`src/core/vic_regs.svh`:
```
// Purpose: register offsets, field positions, reset values of the interrupt controller
// Assumes: 32-bit AHB-Lite words, one register per aligned word
// Notes:   definitions only
`ifndef VIC_REGS_SVH
`define VIC_REGS_SVH

// ----------------------------------------------------------------
// register offsets (byte addresses)
// ----------------------------------------------------------------
`define VIC_OFS_TRAP_CTRL 12'h000
`define VIC_OFS_GLOBAL_CTRL 12'h004
`define VIC_OFS_SOFT_TRAP 12'h008
`define VIC_OFS_HARD_TRAP 12'h00c
`define VIC_OFS_TAKEN 12'h010
`define VIC_OFS_FLAG_BASE 12'h100
`define VIC_OFS_ENABLE_BASE 12'h180
`define VIC_OFS_PRIO_BASE 12'h200
`define VIC_OFS_WINDOW_MASK 12'h07f

// ----------------------------------------------------------------
// field positions and masks
// ----------------------------------------------------------------
`define VIC_NESTING_DISABLE_BIT 15
`define VIC_TRAP_RW_MASK 16'h8700
`define VIC_TRAP_FLAG_MASK 16'h78fe
`define VIC_GATE_BIT 15
`define VIC_DISI_BIT 14
`define VIC_SWTRAP_BIT 13
`define VIC_GLOBAL_RW_MASK 16'ha007
`define VIC_SOFT_TRAP_MASK 16'h0030
`define VIC_HARD_TRAP_BIT 0
`define VIC_WORD_RESET 16'h0000

// ----------------------------------------------------------------
// vectors and addresses
// ----------------------------------------------------------------
`define VIC_VECTOR_OFFSET 8
`define VIC_IVT_BASE 24'h000004
`define VIC_RESET_ADDR 24'h000000
`define VIC_EXT0_IRQ 0
`define VIC_EXT1_IRQ 20
`define VIC_EXT2_IRQ 29
`define VIC_NUM_EXT 3
`define VIC_MAX_REQ 246

`endif

```
`src/core/vic_pkg.sv`:
```
// Purpose: shared types of the interrupt controller
// Assumes: nothing
// Notes:   numbers live in vic_regs.svh
package vic_pkg;
  typedef logic [2:0] vic_prio_t;
  typedef logic [3:0] vic_level_t;
  typedef logic [7:0] vic_vector_t;
  typedef enum logic [1:0] {VIC_BUS_IDLE, VIC_BUS_WRITE, VIC_BUS_READ} vic_bus_state_t;
endpackage

```
`src/core/vic_arb_if.sv`:
```
// Purpose: carries pending sources to the arbiter and the winner back
// Assumes: one requester, one arbiter
// Notes:   prio_flat holds 3 bits per request number
`timescale 1ns/100ps
interface vic_arb_if #(parameter int NUM_REQ = 151);
  import vic_pkg::*;
  logic [NUM_REQ-1:0] active;
  logic [NUM_REQ*3-1:0] prio_flat;
  vic_level_t cpu_level;
  logic win_valid;
  vic_vector_t win_irq;
  vic_prio_t win_prio;
  modport requester (output active, output prio_flat, output cpu_level,
    input win_valid, input win_irq, input win_prio);
  modport arbiter (input active, input prio_flat, input cpu_level,
    output win_valid, output win_irq, output win_prio);
endinterface

```
`src/core/vic_arbiter.sv`:
```
// Purpose: picks the highest ranked pending request above the cpu level
// Assumes: active already gated by enable, global gate and nesting
// Notes:   purely combinational
`timescale 1ns/100ps
module vic_arbiter #(parameter int NUM_REQ = 151)
(
  vic_arb_if.arbiter arb
);
  import vic_pkg::*;

  initial
  begin
    if (NUM_REQ < 1 || NUM_REQ > 256)
      $error("vic_arbiter: NUM_REQ out of range");
  end

  always_comb
  begin
    vic_prio_t p;
    p = '0;
    arb.win_valid = 1'b0;
    arb.win_irq = '0;
    arb.win_prio = '0;
    // downward scan with >= lets the lower request number win a tie
    for (int i = NUM_REQ - 1; i >= 0; i--)
    begin
      p = arb.prio_flat[i*3 +: 3];
      if (arb.active[i] && ({1'b0, p} > arb.cpu_level) &&
          (!arb.win_valid || p >= arb.win_prio))
      begin
        arb.win_valid = 1'b1;
        arb.win_irq = 8'(i);
        arb.win_prio = p;
      end
    end
  end
endmodule

```
`src/core/vic_edge_detect.sv`:
```
// Purpose: turns external request levels into one-cycle edge pulses
// Assumes: inputs synchronous to i_clock
// Notes:   polarity 1 detects falling edges, 0 rising
`timescale 1ns/100ps
module vic_edge_detect #(parameter int NUM = 3)
(
  input wire logic i_clock,
  input wire logic i_nrst,
  input wire logic [NUM-1:0] i_level,
  input wire logic [NUM-1:0] i_falling,
  output logic [NUM-1:0] o_pulse
);
  logic [NUM-1:0] prev_reg;

  initial
  begin
    if (NUM < 1)
      $error("vic_edge_detect: NUM must be at least 1");
  end

  always_ff @(posedge i_clock or negedge i_nrst)
  begin
    if (!i_nrst)
      prev_reg <= '0;
    else
      prev_reg <= i_level;
  end

  // edge select per input
  assign o_pulse = (i_falling & prev_reg & ~i_level) | (~i_falling & ~prev_reg & i_level);
endmodule

```
`src/core/vic_top.sv`:
```
// Contract
// - reset forces execution address to zero
// - one flag per source, software clears
// - per-source enable gates each pending flag
// - writable 3-bit priority per source
// - accept captures vector number and level
// - captured level equals taken source priority
// - bits allocated in request-number order
// - external request zero is vector 8
// - trap word: nesting disable plus trap flags
// - global word: gate plus external edge controls
// - soft trap word: dma and loop overflow
// - hard trap word: software hard trap bit
// - polarity 1 falling, 0 rising edge
// - global gate 0 blocks all requests
// - cpu level 7 holds off user interrupts
//
// Purpose: vectored, prioritised interrupt controller with AHB-Lite registers
// Assumes: all inputs synchronous to i_clock; single word transfers only
// Notes:   reads take one wait state, writes none; response always OKAY
//
// Our own choices: the register offsets and the AHB-Lite register port.
`timescale 1ns/100ps
`include "vic_regs.svh"
module vic_top #(parameter int NUM_REQ = 151)
(
  input wire logic i_clock,
  input wire logic i_nrst,
  input wire logic i_hsel,
  input wire logic [31:0] i_haddr,
  input wire logic [1:0] i_htrans,
  input wire logic i_hwrite,
  input wire logic [2:0] i_hsize,
  input wire logic [31:0] i_hwdata,
  input wire logic i_hready,
  output logic o_hreadyout,
  output logic [31:0] o_hrdata,
  output logic o_hresp,
  input wire logic [NUM_REQ-1:0] i_src_request,
  input wire logic [2:0] i_external_request,
  input wire logic [15:0] i_trap_event,
  input wire logic [15:0] i_soft_trap_event,
  input wire logic i_hard_trap_event,
  input wire logic i_disi_active,
  input wire vic_pkg::vic_level_t i_cpu_priority_level,
  input wire logic i_isr_active,
  input wire logic i_irq_ack,
  output logic o_irq_request,
  output vic_pkg::vic_vector_t o_irq_vector,
  output vic_pkg::vic_level_t o_irq_level,
  output logic [23:0] o_vector_addr
);
  import vic_pkg::*;

  localparam int NUM_FW = (NUM_REQ + 15) / 16;
  localparam int NUM_PW = (NUM_REQ + 3) / 4;

  initial
  begin
    if (NUM_REQ <= `VIC_EXT2_IRQ || NUM_REQ > `VIC_MAX_REQ)
      $error("vic_top: NUM_REQ must cover the external requests and stay within range");
  end

  // ----------------------------------------------------------------
  // functions
  // ----------------------------------------------------------------
  // reserved request numbers own no flag, enable or priority
  function automatic logic is_implemented(input int n);
    logic r;
    r = !((n == 15) || (n >= 21 && n <= 23) || (n == 34) || (n == 35) ||
          (n >= 39 && n <= 48) || (n >= 51 && n <= 56) || (n >= 59 && n <= 64) ||
          (n >= 68 && n <= 76) || (n >= 78 && n <= 93) || (n >= 97 && n <= 141) ||
          (n == 143) || (n == 144) ||
          (n >= 151));
    return r;
  endfunction

  function automatic int word_index(input logic [11:0] addr, input logic [11:0] base);
    logic [11:0] d;
    d = addr - base;
    return int'(d[11:2]);
  endfunction

  function automatic logic in_window(input logic [11:0] addr, input logic [11:0] base,
                                     input int words);
    return (addr >= base) && (word_index(addr, base) < words) && (addr[1:0] == 2'b00);
  endfunction

  // ----------------------------------------------------------------
  // state
  // ----------------------------------------------------------------
  vic_bus_state_t bus_state_reg;
  logic [11:0] bus_addr_reg;
  logic [NUM_REQ-1:0] flag_reg;
  logic [NUM_REQ-1:0] flag_next;
  logic [NUM_REQ-1:0] enable_reg;
  logic [NUM_REQ-1:0] enable_next;
  vic_prio_t prio_reg [NUM_REQ];
  vic_prio_t prio_next [NUM_REQ];
  logic [15:0] trap_control_word_reg;
  logic [15:0] global_control_word_reg;
  logic [15:0] soft_trap_status_word_reg;
  logic [15:0] hard_trap_status_word_reg;
  logic [15:0] taken_vector_status_reg;

  // ----------------------------------------------------------------
  // bus decode
  // ----------------------------------------------------------------
  wire accept = i_hsel && i_htrans[1] && i_hready;
  wire wr_now = (bus_state_reg == VIC_BUS_WRITE);
  wire [15:0] wdata = i_hwdata[15:0];
  wire sel_trap = wr_now && (bus_addr_reg == `VIC_OFS_TRAP_CTRL);
  wire sel_global = wr_now && (bus_addr_reg == `VIC_OFS_GLOBAL_CTRL);
  wire sel_soft = wr_now && (bus_addr_reg == `VIC_OFS_SOFT_TRAP);
  wire sel_hard = wr_now && (bus_addr_reg == `VIC_OFS_HARD_TRAP);
  wire sel_flag = wr_now && in_window(bus_addr_reg, `VIC_OFS_FLAG_BASE, NUM_FW);
  wire sel_enable = wr_now && in_window(bus_addr_reg, `VIC_OFS_ENABLE_BASE, NUM_FW);
  wire sel_prio = wr_now && in_window(bus_addr_reg, `VIC_OFS_PRIO_BASE, NUM_PW);
  wire [31:0] flag_word_idx = 32'(word_index(bus_addr_reg, `VIC_OFS_FLAG_BASE));
  wire [31:0] enable_word_idx = 32'(word_index(bus_addr_reg, `VIC_OFS_ENABLE_BASE));
  wire [31:0] prio_word_idx = 32'(word_index(bus_addr_reg, `VIC_OFS_PRIO_BASE));

  // ----------------------------------------------------------------
  // external edge detection
  // ----------------------------------------------------------------
  logic [2:0] ext_pulse;

  vic_edge_detect #(.NUM(`VIC_NUM_EXT)) u_edge (
    .i_clock(i_clock),
    .i_nrst(i_nrst),
    .i_level(i_external_request),
    .i_falling(global_control_word_reg[2:0]),
    .o_pulse(ext_pulse)
  );

  logic [NUM_REQ-1:0] set_vec;
  always_comb
  begin
    set_vec = i_src_request;
    set_vec[`VIC_EXT0_IRQ] = i_src_request[`VIC_EXT0_IRQ] | ext_pulse[0];
    set_vec[`VIC_EXT1_IRQ] = i_src_request[`VIC_EXT1_IRQ] | ext_pulse[1];
    set_vec[`VIC_EXT2_IRQ] = i_src_request[`VIC_EXT2_IRQ] | ext_pulse[2];
  end

  // ----------------------------------------------------------------
  // per-source next values
  // ----------------------------------------------------------------
  always_comb
  begin
    for (int n = 0; n < NUM_REQ; n++)
    begin
      flag_next[n] = flag_reg[n];
      enable_next[n] = enable_reg[n];
      prio_next[n] = prio_reg[n];
      if (sel_flag && flag_word_idx == 32'(n / 16))
        flag_next[n] = wdata[n % 16];
      if (sel_enable && enable_word_idx == 32'(n / 16))
        enable_next[n] = wdata[n % 16];
      if (sel_prio && prio_word_idx == 32'(n / 4))
        prio_next[n] = wdata[(n % 4) * 4 +: 3];
      // a set arriving with a clearing write still wins
      flag_next[n] = (flag_next[n] | set_vec[n]) & is_implemented(n);
      enable_next[n] = enable_next[n] & is_implemented(n);
      if (!is_implemented(n))
        prio_next[n] = '0;
    end
  end

  always_ff @(posedge i_clock or negedge i_nrst)
  begin
    if (!i_nrst)
    begin
      flag_reg <= '0;
      enable_reg <= '0;
      for (int n = 0; n < NUM_REQ; n++)
        prio_reg[n] <= '0;
    end
    else
    begin
      flag_reg <= flag_next;
      enable_reg <= enable_next;
      prio_reg <= prio_next;
    end
  end

  // ----------------------------------------------------------------
  // control and trap words
  // ----------------------------------------------------------------
  wire [15:0] trap_next = ((sel_trap ? wdata : trap_control_word_reg) &
    (`VIC_TRAP_RW_MASK | `VIC_TRAP_FLAG_MASK)) | (i_trap_event & `VIC_TRAP_FLAG_MASK);
  wire [15:0] global_next = (sel_global ? wdata : global_control_word_reg) &
    `VIC_GLOBAL_RW_MASK;
  wire [15:0] soft_next = ((sel_soft ? wdata : soft_trap_status_word_reg) |
    i_soft_trap_event) & `VIC_SOFT_TRAP_MASK;
  wire hard_next = (sel_hard ? wdata[`VIC_HARD_TRAP_BIT] :
    hard_trap_status_word_reg[`VIC_HARD_TRAP_BIT]) | i_hard_trap_event;

  always_ff @(posedge i_clock or negedge i_nrst)
  begin
    if (!i_nrst)
    begin
      trap_control_word_reg <= `VIC_WORD_RESET;
      global_control_word_reg <= `VIC_WORD_RESET;
      soft_trap_status_word_reg <= `VIC_WORD_RESET;
      hard_trap_status_word_reg <= `VIC_WORD_RESET;
    end
    else
    begin
      trap_control_word_reg <= trap_next;
      global_control_word_reg <= global_next;
      soft_trap_status_word_reg <= soft_next;
      hard_trap_status_word_reg <= {15'h0000, hard_next};
    end
  end

  // ----------------------------------------------------------------
  // arbitration
  // ----------------------------------------------------------------
  vic_arb_if #(.NUM_REQ(NUM_REQ)) arb_bus ();

  wire global_irq_gate = global_control_word_reg[`VIC_GATE_BIT];
  wire nesting_disable = trap_control_word_reg[`VIC_NESTING_DISABLE_BIT];
  wire nest_block = nesting_disable && i_isr_active;

  assign arb_bus.active = (flag_reg & enable_reg) &
    {NUM_REQ{global_irq_gate && !nest_block}};
  assign arb_bus.cpu_level = i_cpu_priority_level;

  genvar g;
  generate
    for (g = 0; g < NUM_REQ; g++)
    begin : g_prio
      assign arb_bus.prio_flat[g*3 +: 3] = prio_reg[g];
    end
  endgenerate

  vic_arbiter #(.NUM_REQ(NUM_REQ)) u_arbiter (
    .arb(arb_bus.arbiter)
  );

  wire [7:0] win_vector = arb_bus.win_irq + 8'(`VIC_VECTOR_OFFSET);
  wire [23:0] win_addr = `VIC_IVT_BASE + {15'h0000, win_vector, 1'b0};

  always_ff @(posedge i_clock or negedge i_nrst)
  begin
    if (!i_nrst)
    begin
      o_irq_request <= 1'b0;
      o_irq_vector <= '0;
      o_irq_level <= '0;
      o_vector_addr <= `VIC_RESET_ADDR;
      taken_vector_status_reg <= `VIC_WORD_RESET;
    end
    else
    begin
      o_irq_request <= arb_bus.win_valid;
      o_irq_vector <= win_vector;
      o_irq_level <= {1'b0, arb_bus.win_prio};
      o_vector_addr <= win_addr;
      if (i_irq_ack && o_irq_request)
        taken_vector_status_reg <= {4'h0, o_irq_level, o_irq_vector};
    end
  end

  // ----------------------------------------------------------------
  // read mux
  // ----------------------------------------------------------------
  logic [NUM_FW*16-1:0] flag_pad;
  logic [NUM_FW*16-1:0] enable_pad;
  logic [NUM_PW*16-1:0] prio_pad;

  always_comb
  begin
    flag_pad = '0;
    enable_pad = '0;
    prio_pad = '0;
    flag_pad[NUM_REQ-1:0] = flag_reg;
    enable_pad[NUM_REQ-1:0] = enable_reg;
    for (int n = 0; n < NUM_REQ; n++)
      prio_pad[(n / 4) * 16 + (n % 4) * 4 +: 3] = prio_reg[n];
  end

  logic [15:0] rd_word;
  always_comb
  begin
    rd_word = 16'h0000;
    if (bus_addr_reg == `VIC_OFS_TRAP_CTRL)
      rd_word = trap_control_word_reg;
    else if (bus_addr_reg == `VIC_OFS_GLOBAL_CTRL)
      rd_word = global_control_word_reg | (16'(i_disi_active) << `VIC_DISI_BIT);
    else if (bus_addr_reg == `VIC_OFS_SOFT_TRAP)
      rd_word = soft_trap_status_word_reg;
    else if (bus_addr_reg == `VIC_OFS_HARD_TRAP)
      rd_word = hard_trap_status_word_reg;
    else if (bus_addr_reg == `VIC_OFS_TAKEN)
      rd_word = taken_vector_status_reg;
    else if (in_window(bus_addr_reg, `VIC_OFS_FLAG_BASE, NUM_FW))
      rd_word = flag_pad[word_index(bus_addr_reg, `VIC_OFS_FLAG_BASE) * 16 +: 16];
    else if (in_window(bus_addr_reg, `VIC_OFS_ENABLE_BASE, NUM_FW))
      rd_word = enable_pad[word_index(bus_addr_reg, `VIC_OFS_ENABLE_BASE) * 16 +: 16];
    else if (in_window(bus_addr_reg, `VIC_OFS_PRIO_BASE, NUM_PW))
      rd_word = prio_pad[word_index(bus_addr_reg, `VIC_OFS_PRIO_BASE) * 16 +: 16];
  end

  // ----------------------------------------------------------------
  // AHB-Lite slave
  // ----------------------------------------------------------------
  always_ff @(posedge i_clock or negedge i_nrst)
  begin
    if (!i_nrst)
    begin
      bus_state_reg <= VIC_BUS_IDLE;
      bus_addr_reg <= '0;
      o_hreadyout <= 1'b1;
      o_hrdata <= '0;
      o_hresp <= 1'b0;
    end
    else
    begin
      o_hresp <= 1'b0;
      // one wait state lets the read mux see the latched address
      if (bus_state_reg == VIC_BUS_READ)
      begin
        o_hrdata <= {16'h0000, rd_word};
        o_hreadyout <= 1'b1;
        bus_state_reg <= VIC_BUS_IDLE;
      end
      else if (accept)
      begin
        bus_addr_reg <= i_haddr[11:0];
        bus_state_reg <= i_hwrite ? VIC_BUS_WRITE : VIC_BUS_READ;
        o_hreadyout <= i_hwrite;
      end
      else
        bus_state_reg <= VIC_BUS_IDLE;
    end
  end
endmodule

```
`config.mk`:
```
export PLATFORM = sky130hd
export DESIGN_NAME = vic_top
export DESIGN_NICKNAME = d
export VERILOG_FILES = /design/src/core/vic_pkg.sv /design/src/core/vic_arb_if.sv /design/src/core/vic_arbiter.sv /design/src/core/vic_edge_detect.sv /design/src/core/vic_top.sv
export VERILOG_INCLUDE_DIRS = /design/src /design/src/core
export SDC_FILE = /design/constraint.sdc
export NUM_CORES = 1
export LEC_CHECK = 0
export BUFFER_PORTS_ARGS = -buffer_cell sky130_fd_sc_hd__clkbuf_2
export CAP_MARGIN = 0
export CORE_MARGIN = 8
export CORE_UTILIZATION = 40
export DETAILED_ROUTE_END_ITERATION = 10
export MAX_ROUTING_LAYER = met4
export SLEW_MARGIN = 10
export SYNTH_ARGS = -nofsm -noshare
export SYNTH_HDL_FRONTEND = slang
export SYNTH_SLANG_ARGS = --single-unit
export TNS_END_PERCENT = 30
```
`constraint.sdc`:
```
create_clock -name i_clock -period 79.6 [get_ports i_clock]
set_clock_uncertainty 0.2 [all_clocks]
set_input_delay 7.96 -clock i_clock [delete_from_list [all_inputs] [get_ports i_clock]]
set_output_delay 7.96 -clock i_clock [all_outputs]
set_load 0.05 [all_outputs]
```
== Yosys cells after proc, flatten, opt, wreduce, memory -nomap -nowiden ==
Cells that the tools add are included.
Widths: inputs -> output; s select.
Cells by class
  bitwise logic cells: 69
  reduce and logical (&&, ||, !) cells: 664
  eq/ne operators: 40
  mux-type cells: 520
  shift-type cells: 3
  add/subtract/negate cells: 5
  magnitude comparators: 208
Operator list (number)
  $mux 8: 151
  $shiftx 608x15->16: 1
  $mux 3: 151
  $logic_and 1x1->1: 356
  $shiftx 160x15->16: 2
  $and 151x151->151: 2
  $ge 1x3->1 const A: 100
  $mux 1: 205
  $gt 3x4->1: 51
  $logic_not 1->1: 151
  $ge 3x3->1: 50
  $logic_or 1x1->1: 150
  $mux 16: 9
  $eq 10x3->1 const B: 10
  $logic_not 32->1: 3
  $eq 10x4->1 const B: 8
  $eq 10x2->1 const B: 6
  $or 1x1->1: 55
  $eq 10x5->1 const B: 4
  $or 16x15->16: 2
  $eq 10x1->1 const B: 3
  $eq 10x6->1 const B: 3
  $eq 12x4->1 const B: 2
  $ge 12x9->1 const B: 2
  23 further kinds: 32
Word-level totals
  register bits: 346
  input port bits: 268
  logic and storage cells: 1584
  output and inout port bits: 71

== Longest topological paths before layout ==
  depth after elaboration: 608
  mapped depth: 372
  gate-level depth less buffers: 365

== Hierarchy ==
From an unflattened synthesis, not the netlist that was laid out.
Unflattened totals
  cells, all modules: 6382
  area, all modules: 51841.0 µm²
Modules (own cells, without submodules)
  vic_arbiter: cells an instance 4903, area each 34724.6 µm², seq. area each 0.0 µm², instances 1
  vic_top: cells an instance 1467, area each 16986.3 µm², seq. area each 8509.4 µm², instances 1
  vic_edge_detect: cells an instance 12, area each 130.1 µm², seq. area each 75.1 µm², instances 1

== Worst setup path after synthesis ==
Ideal clock, no wire load.
  kind: input to register
  start point: input port i_cpu_priority_level[1]
  end point: register o_vector_addr[7]
  data arrival time: 77495 ps
  path buffers: 8
  setup time: 64 ps
  stages: 349
  setup slack: 1840 ps
  data required time: 79336 ps
  cells stage by stage: inv_1 -> ha_1 -> nand3_1 -> o21ai_0 -> or3_1 -> clkbuf_1 -> nor2_1 -> nand2_1 -> ha_1 -> o21ai_0 -> a21oi_1 -> o21a_1 -> nand2_1 -> a21oi_1 -> ha_1 -> nand2b_1 -> a21o_1 -> a21oi_1 -> [... 313 more ...] -> ha_1 -> nand2b_1 -> a21oi_1 -> nor2b_1 -> o31ai_1 -> o21ai_0 -> o22ai_1 -> ha_1 -> nand2b_1 -> a21oi_1 -> nor2b_1 -> o31ai_1 -> nand2_1 -> nor4b_2 -> nand2_1 -> ha_1 -> nor4_1 -> a21bo_1
RTL lines
  start: declaration: RTL line vic_top.sv:45  | input wire vic_pkg::vic_level_t i_cpu_priority_level,
  end signal: assignment: RTL line vic_top.sv:251  | o_vector_addr <= `VIC_RESET_ADDR;
  end signal: assignment: RTL line vic_top.sv:259  | o_vector_addr <= win_addr;
  end: declaration: RTL line vic_top.sv:51  | output logic [23:0] o_vector_addr

==> metrics.md <==
| Metric | Value |
|---|---|
| Status | finished, final reports clean |
| GRT Resource Usage Total | 29.0% |
| Final non-filler cell total | 4,366 |
| Syn Inst Count | 3,209 |
| Final GP Congestion | 1.03 |
| VDD IR max | between 0.015 and 0.02 mV |
| Hold EP | o_hrdata[9] |
| Clock sinks | between 300 and 400 |
| Number of global-route vias before repair | 25,200 |
| Top cell by count, worst path | ha_1 |
| Die Y | 280 um |
| Worst path required time | 79.89 ns |
| Family with the most delay on the worst path | compound AO/OA/AOI/OAI gates |
| Top FF cell, synth | dfrtp_1 |
| Die area | between 70,000 and 80,000 um2 |
| Slowest cell on crit path | a221oi_1 |
| First-pass GRT wire length | 168,000 um |
| Largest net degree at the start of global routing | 166 |
| Ys Warns | 0 |
| Final setup vio count | 0 |
| Period utilization | 95.7% |
| Seq/Total Area, Yosys | 30.9% |
| Htree depth | 2 |
| Synth area leader | dfrtp_1 |
| Max incr delay on CP | between 0.4 and 0.5 ns |
| Pwr dens | 14.5 nW/um2 |
| Register area | about 8600 um2 |
| Worst R2R Start | arb_bus.prio_flat[450] |
| R2R setup slack | 10.45 ns |
| Mapped Area | between 20,000 and 30,000 um2 |
| Worst Hold Depth | 2 |
| Actual slew at the worst max-slew pin | 1.24 ns |
| Root buffer cell | clkbuf_16 |
| Synth top area cells | dfrtp_1 31%, ha_1 12%, mux2_2 7.0% |
| Layout cells sized above 1 | between 15 and 20% |
| Kind of critical path | primary input to flop |
| Worst Setup Slack post-DPL | -0.924 ns |
| Initial antenna violation count | 7 |
| Post-Route WL | between 100,000 and 150,000 um |
| Clock Path Buffers | 3 |
| Hold Fails Final Rpt | 0 |
| EDFF count, synth | 0 |
| Total chip power | between 0.4 and 0.5 mW |
| CTS tree | yes |
| Area grow syn2layout | 15.0% |
| CP Launch Type | primary input |
| Most frequent cell after synthesis | nand2_1 |
| Worst Setup End Kind | flop |
| Critical path arrival | between 70 and 80 ns |
| CTS clk-pin slew, worst paths | 0.06 ns |
| Port Buf Inserts | 146 |
| Final ANT Viol Nets | 0 |
| Worst-Skew Late Latency | 0.59 ns |
| Avg Inst Size Synth | 8.66 um2 |
| Fin. max-slew vios | 0 |
| Worst Reg2Reg Path Length in Cells | 351 |
| Fillcell total | 6,786 |
| Io pins | about 340 |
| Starting DRC count in detailed routing | around 3,200 |
| Max-cap violations | 0 |
| Setup ws final | between 3 and 4 ns |
| Multi-input gate area | between 15,000 and 20,000 um2 |
| Placed cells | between 4,000 and 5,000 |
| Global route total overflow | 0 |
| Max Clk Rate | 13.1 MHz |
| Synth async-reset ratio | 100% |
| Nets | roughly 3,900 |
| Fin Hold WS | 0.287 ns |
| Core Area | 68,700 um2 |
| Via count | 27,200 |
| Initial core utilization | 40.5% |
| Minimum clock period | approximately 76 ns |
| Final Util | a little under half |
| Yosys top cell area share | 30.8% |
| DR pass1 iterations | 6 |
| Via-per-instance ratio | just over 6 |
| Detail Placement HPWL | ~86,000 um |
| Min-delay worst type | flop to flop |
| Synth Register Bits | 343 |
| R2r endpoint | o_vector_addr[8] |
| Top post-synthesis cells by count | 357 x nand2_1, 342 x dfrtp_1, 267 x ha_1 |
| Synth cell types | 103 |
| WL per Instance | roughly 26 um |
| Max_slew headroom | 17.1% |
| Buffers & Inverters on Critical Path | 23 |
| FP Rows | 96 |
| Leakage Power | 14.7 nW |
| # DRC | 0 |
| CP max FO | 11 |
| TritonCTS buffer count | 40 |
| Max reg flops | 153 |
| Die X | between 200 and 300 um |
| Hold_sp | o_hrdata[9] |
==> through the flow <==
step           setup TNS (ns)  area (um2)
3_3_place_gp            -3.40       29800
2_1_floorplan               0       27900
4_1_cts                     0       31200
6_report                    0       32000
5_1_grt                 -2.38       32000
3_5_place_dp            -5.97       29800
==> power breakdown <==
part	internal (mW)	switching [mW]	total [mW]
clock network	0.113	0.0821	0.195
logic	0.0232	0.0590	0.0822
registers	0.178	0.00692	0.185
==> cell usage in the layout (no fill, tap or decap), drive strengths merged, types with 14 or more instances in the layout <==
master     n
nand2b    67
nor2b     41
nor4      20
o211ai    32
or2       21
mux2     174
a211o     35
a21oi    158
and2      28
a211oi    19
nand2    357
ha       267
dfrtp    342
o22ai     30
nor3      75
a221oi    16
nand4     22
mux2i     52
a22oi     20
a31oi     51
nor2     215
or3       16
nand3    119
nand3b    39
conb      34
buf      125
and3      39
inv      188
o221ai    15
o211a     14
o21a      34
clkbuf   202
a21boi    22
o2111ai   19
o21ai    246
o31ai     20
a21o      60
==> layout make-up <==
cell class	count	share of cell area [%]
antenna	3	0.0235
tap	931	3.64
multi-input combinational	2560	57.8
clock buffer	57	3.58
timing repair buffer	270	5.28
sequential	343	26.9
clock inverter	14	0.567
inverter	188	2.21
==> cell families (layout without fill, tap and decap cells) <==
| logic type | count (synthesis) | count (layout) | synth area share (%) |
|---|---|---|---|
| and+or+nand+nor | 1074 | 1074 | 18.6 |
| AOI/OAI and AO/OA | 931 | 931 | 22.9 |
| DFF | 343 | 343 | 30.9 |
| buffers and inverters | 339 | 529 | 5.05 |
| adders and majority gates | 277 | 277 | 12.4 |
| muxes | 239 | 239 | 9.97 |
| xor gates and xnor gates | 5 | 5 | 0.185 |
| other | 1 | 37 | 0.0135 |
==> layer usage <==
metal  GRT usage (%)  routed length [um]  up-vias
met5               -                   0        -
met4            11.8                5410        0
met3            4.93               10300      261
met2            43.5               50400     1327
met1            38.7               49100    13300
li1                -                   -    12300
==> timing repair <==
item / in CTS / in global routing
endpoints found under the setup margin: 10 / 18
gates resized for setup: 7 / 119
buffers inserted: 0 / 35
hold buffers: 0 / 0
pin swaps: 0 / 31
==> tightest hold or removal path: stages, from the launching register on <==
cell     delay (ns)
dfrtp_1        0.34
nand2_1        0.05
o21ai_0        0.06
==> worst max-delay path by stage <==
| stage | from | end | cells past startpoint | slack (ns) |
|---|---|---|---|---|
| after global routing | i_cpu_priority_level[1] | o_vector_addr[8] | 361 | -0.42 |
| after floorplan | i_cpu_priority_level[1] | o_vector_addr[7] | 349 | 1.84 |
| after detailed placement | i_cpu_priority_level[2] | o_vector_addr[7] | 354 | -0.92 |
| after global placement | i_cpu_priority_level[1] | o_vector_addr[5] | 354 | -0.67 |
| after CTS | i_cpu_priority_level[1] | o_vector_addr[7] | 356 | 0.04 |
| final | i_cpu_priority_level[1] | o_vector_addr[8] | 352 | 3.42 |
No activity file was read; power rests on OpenSTA's default activity.
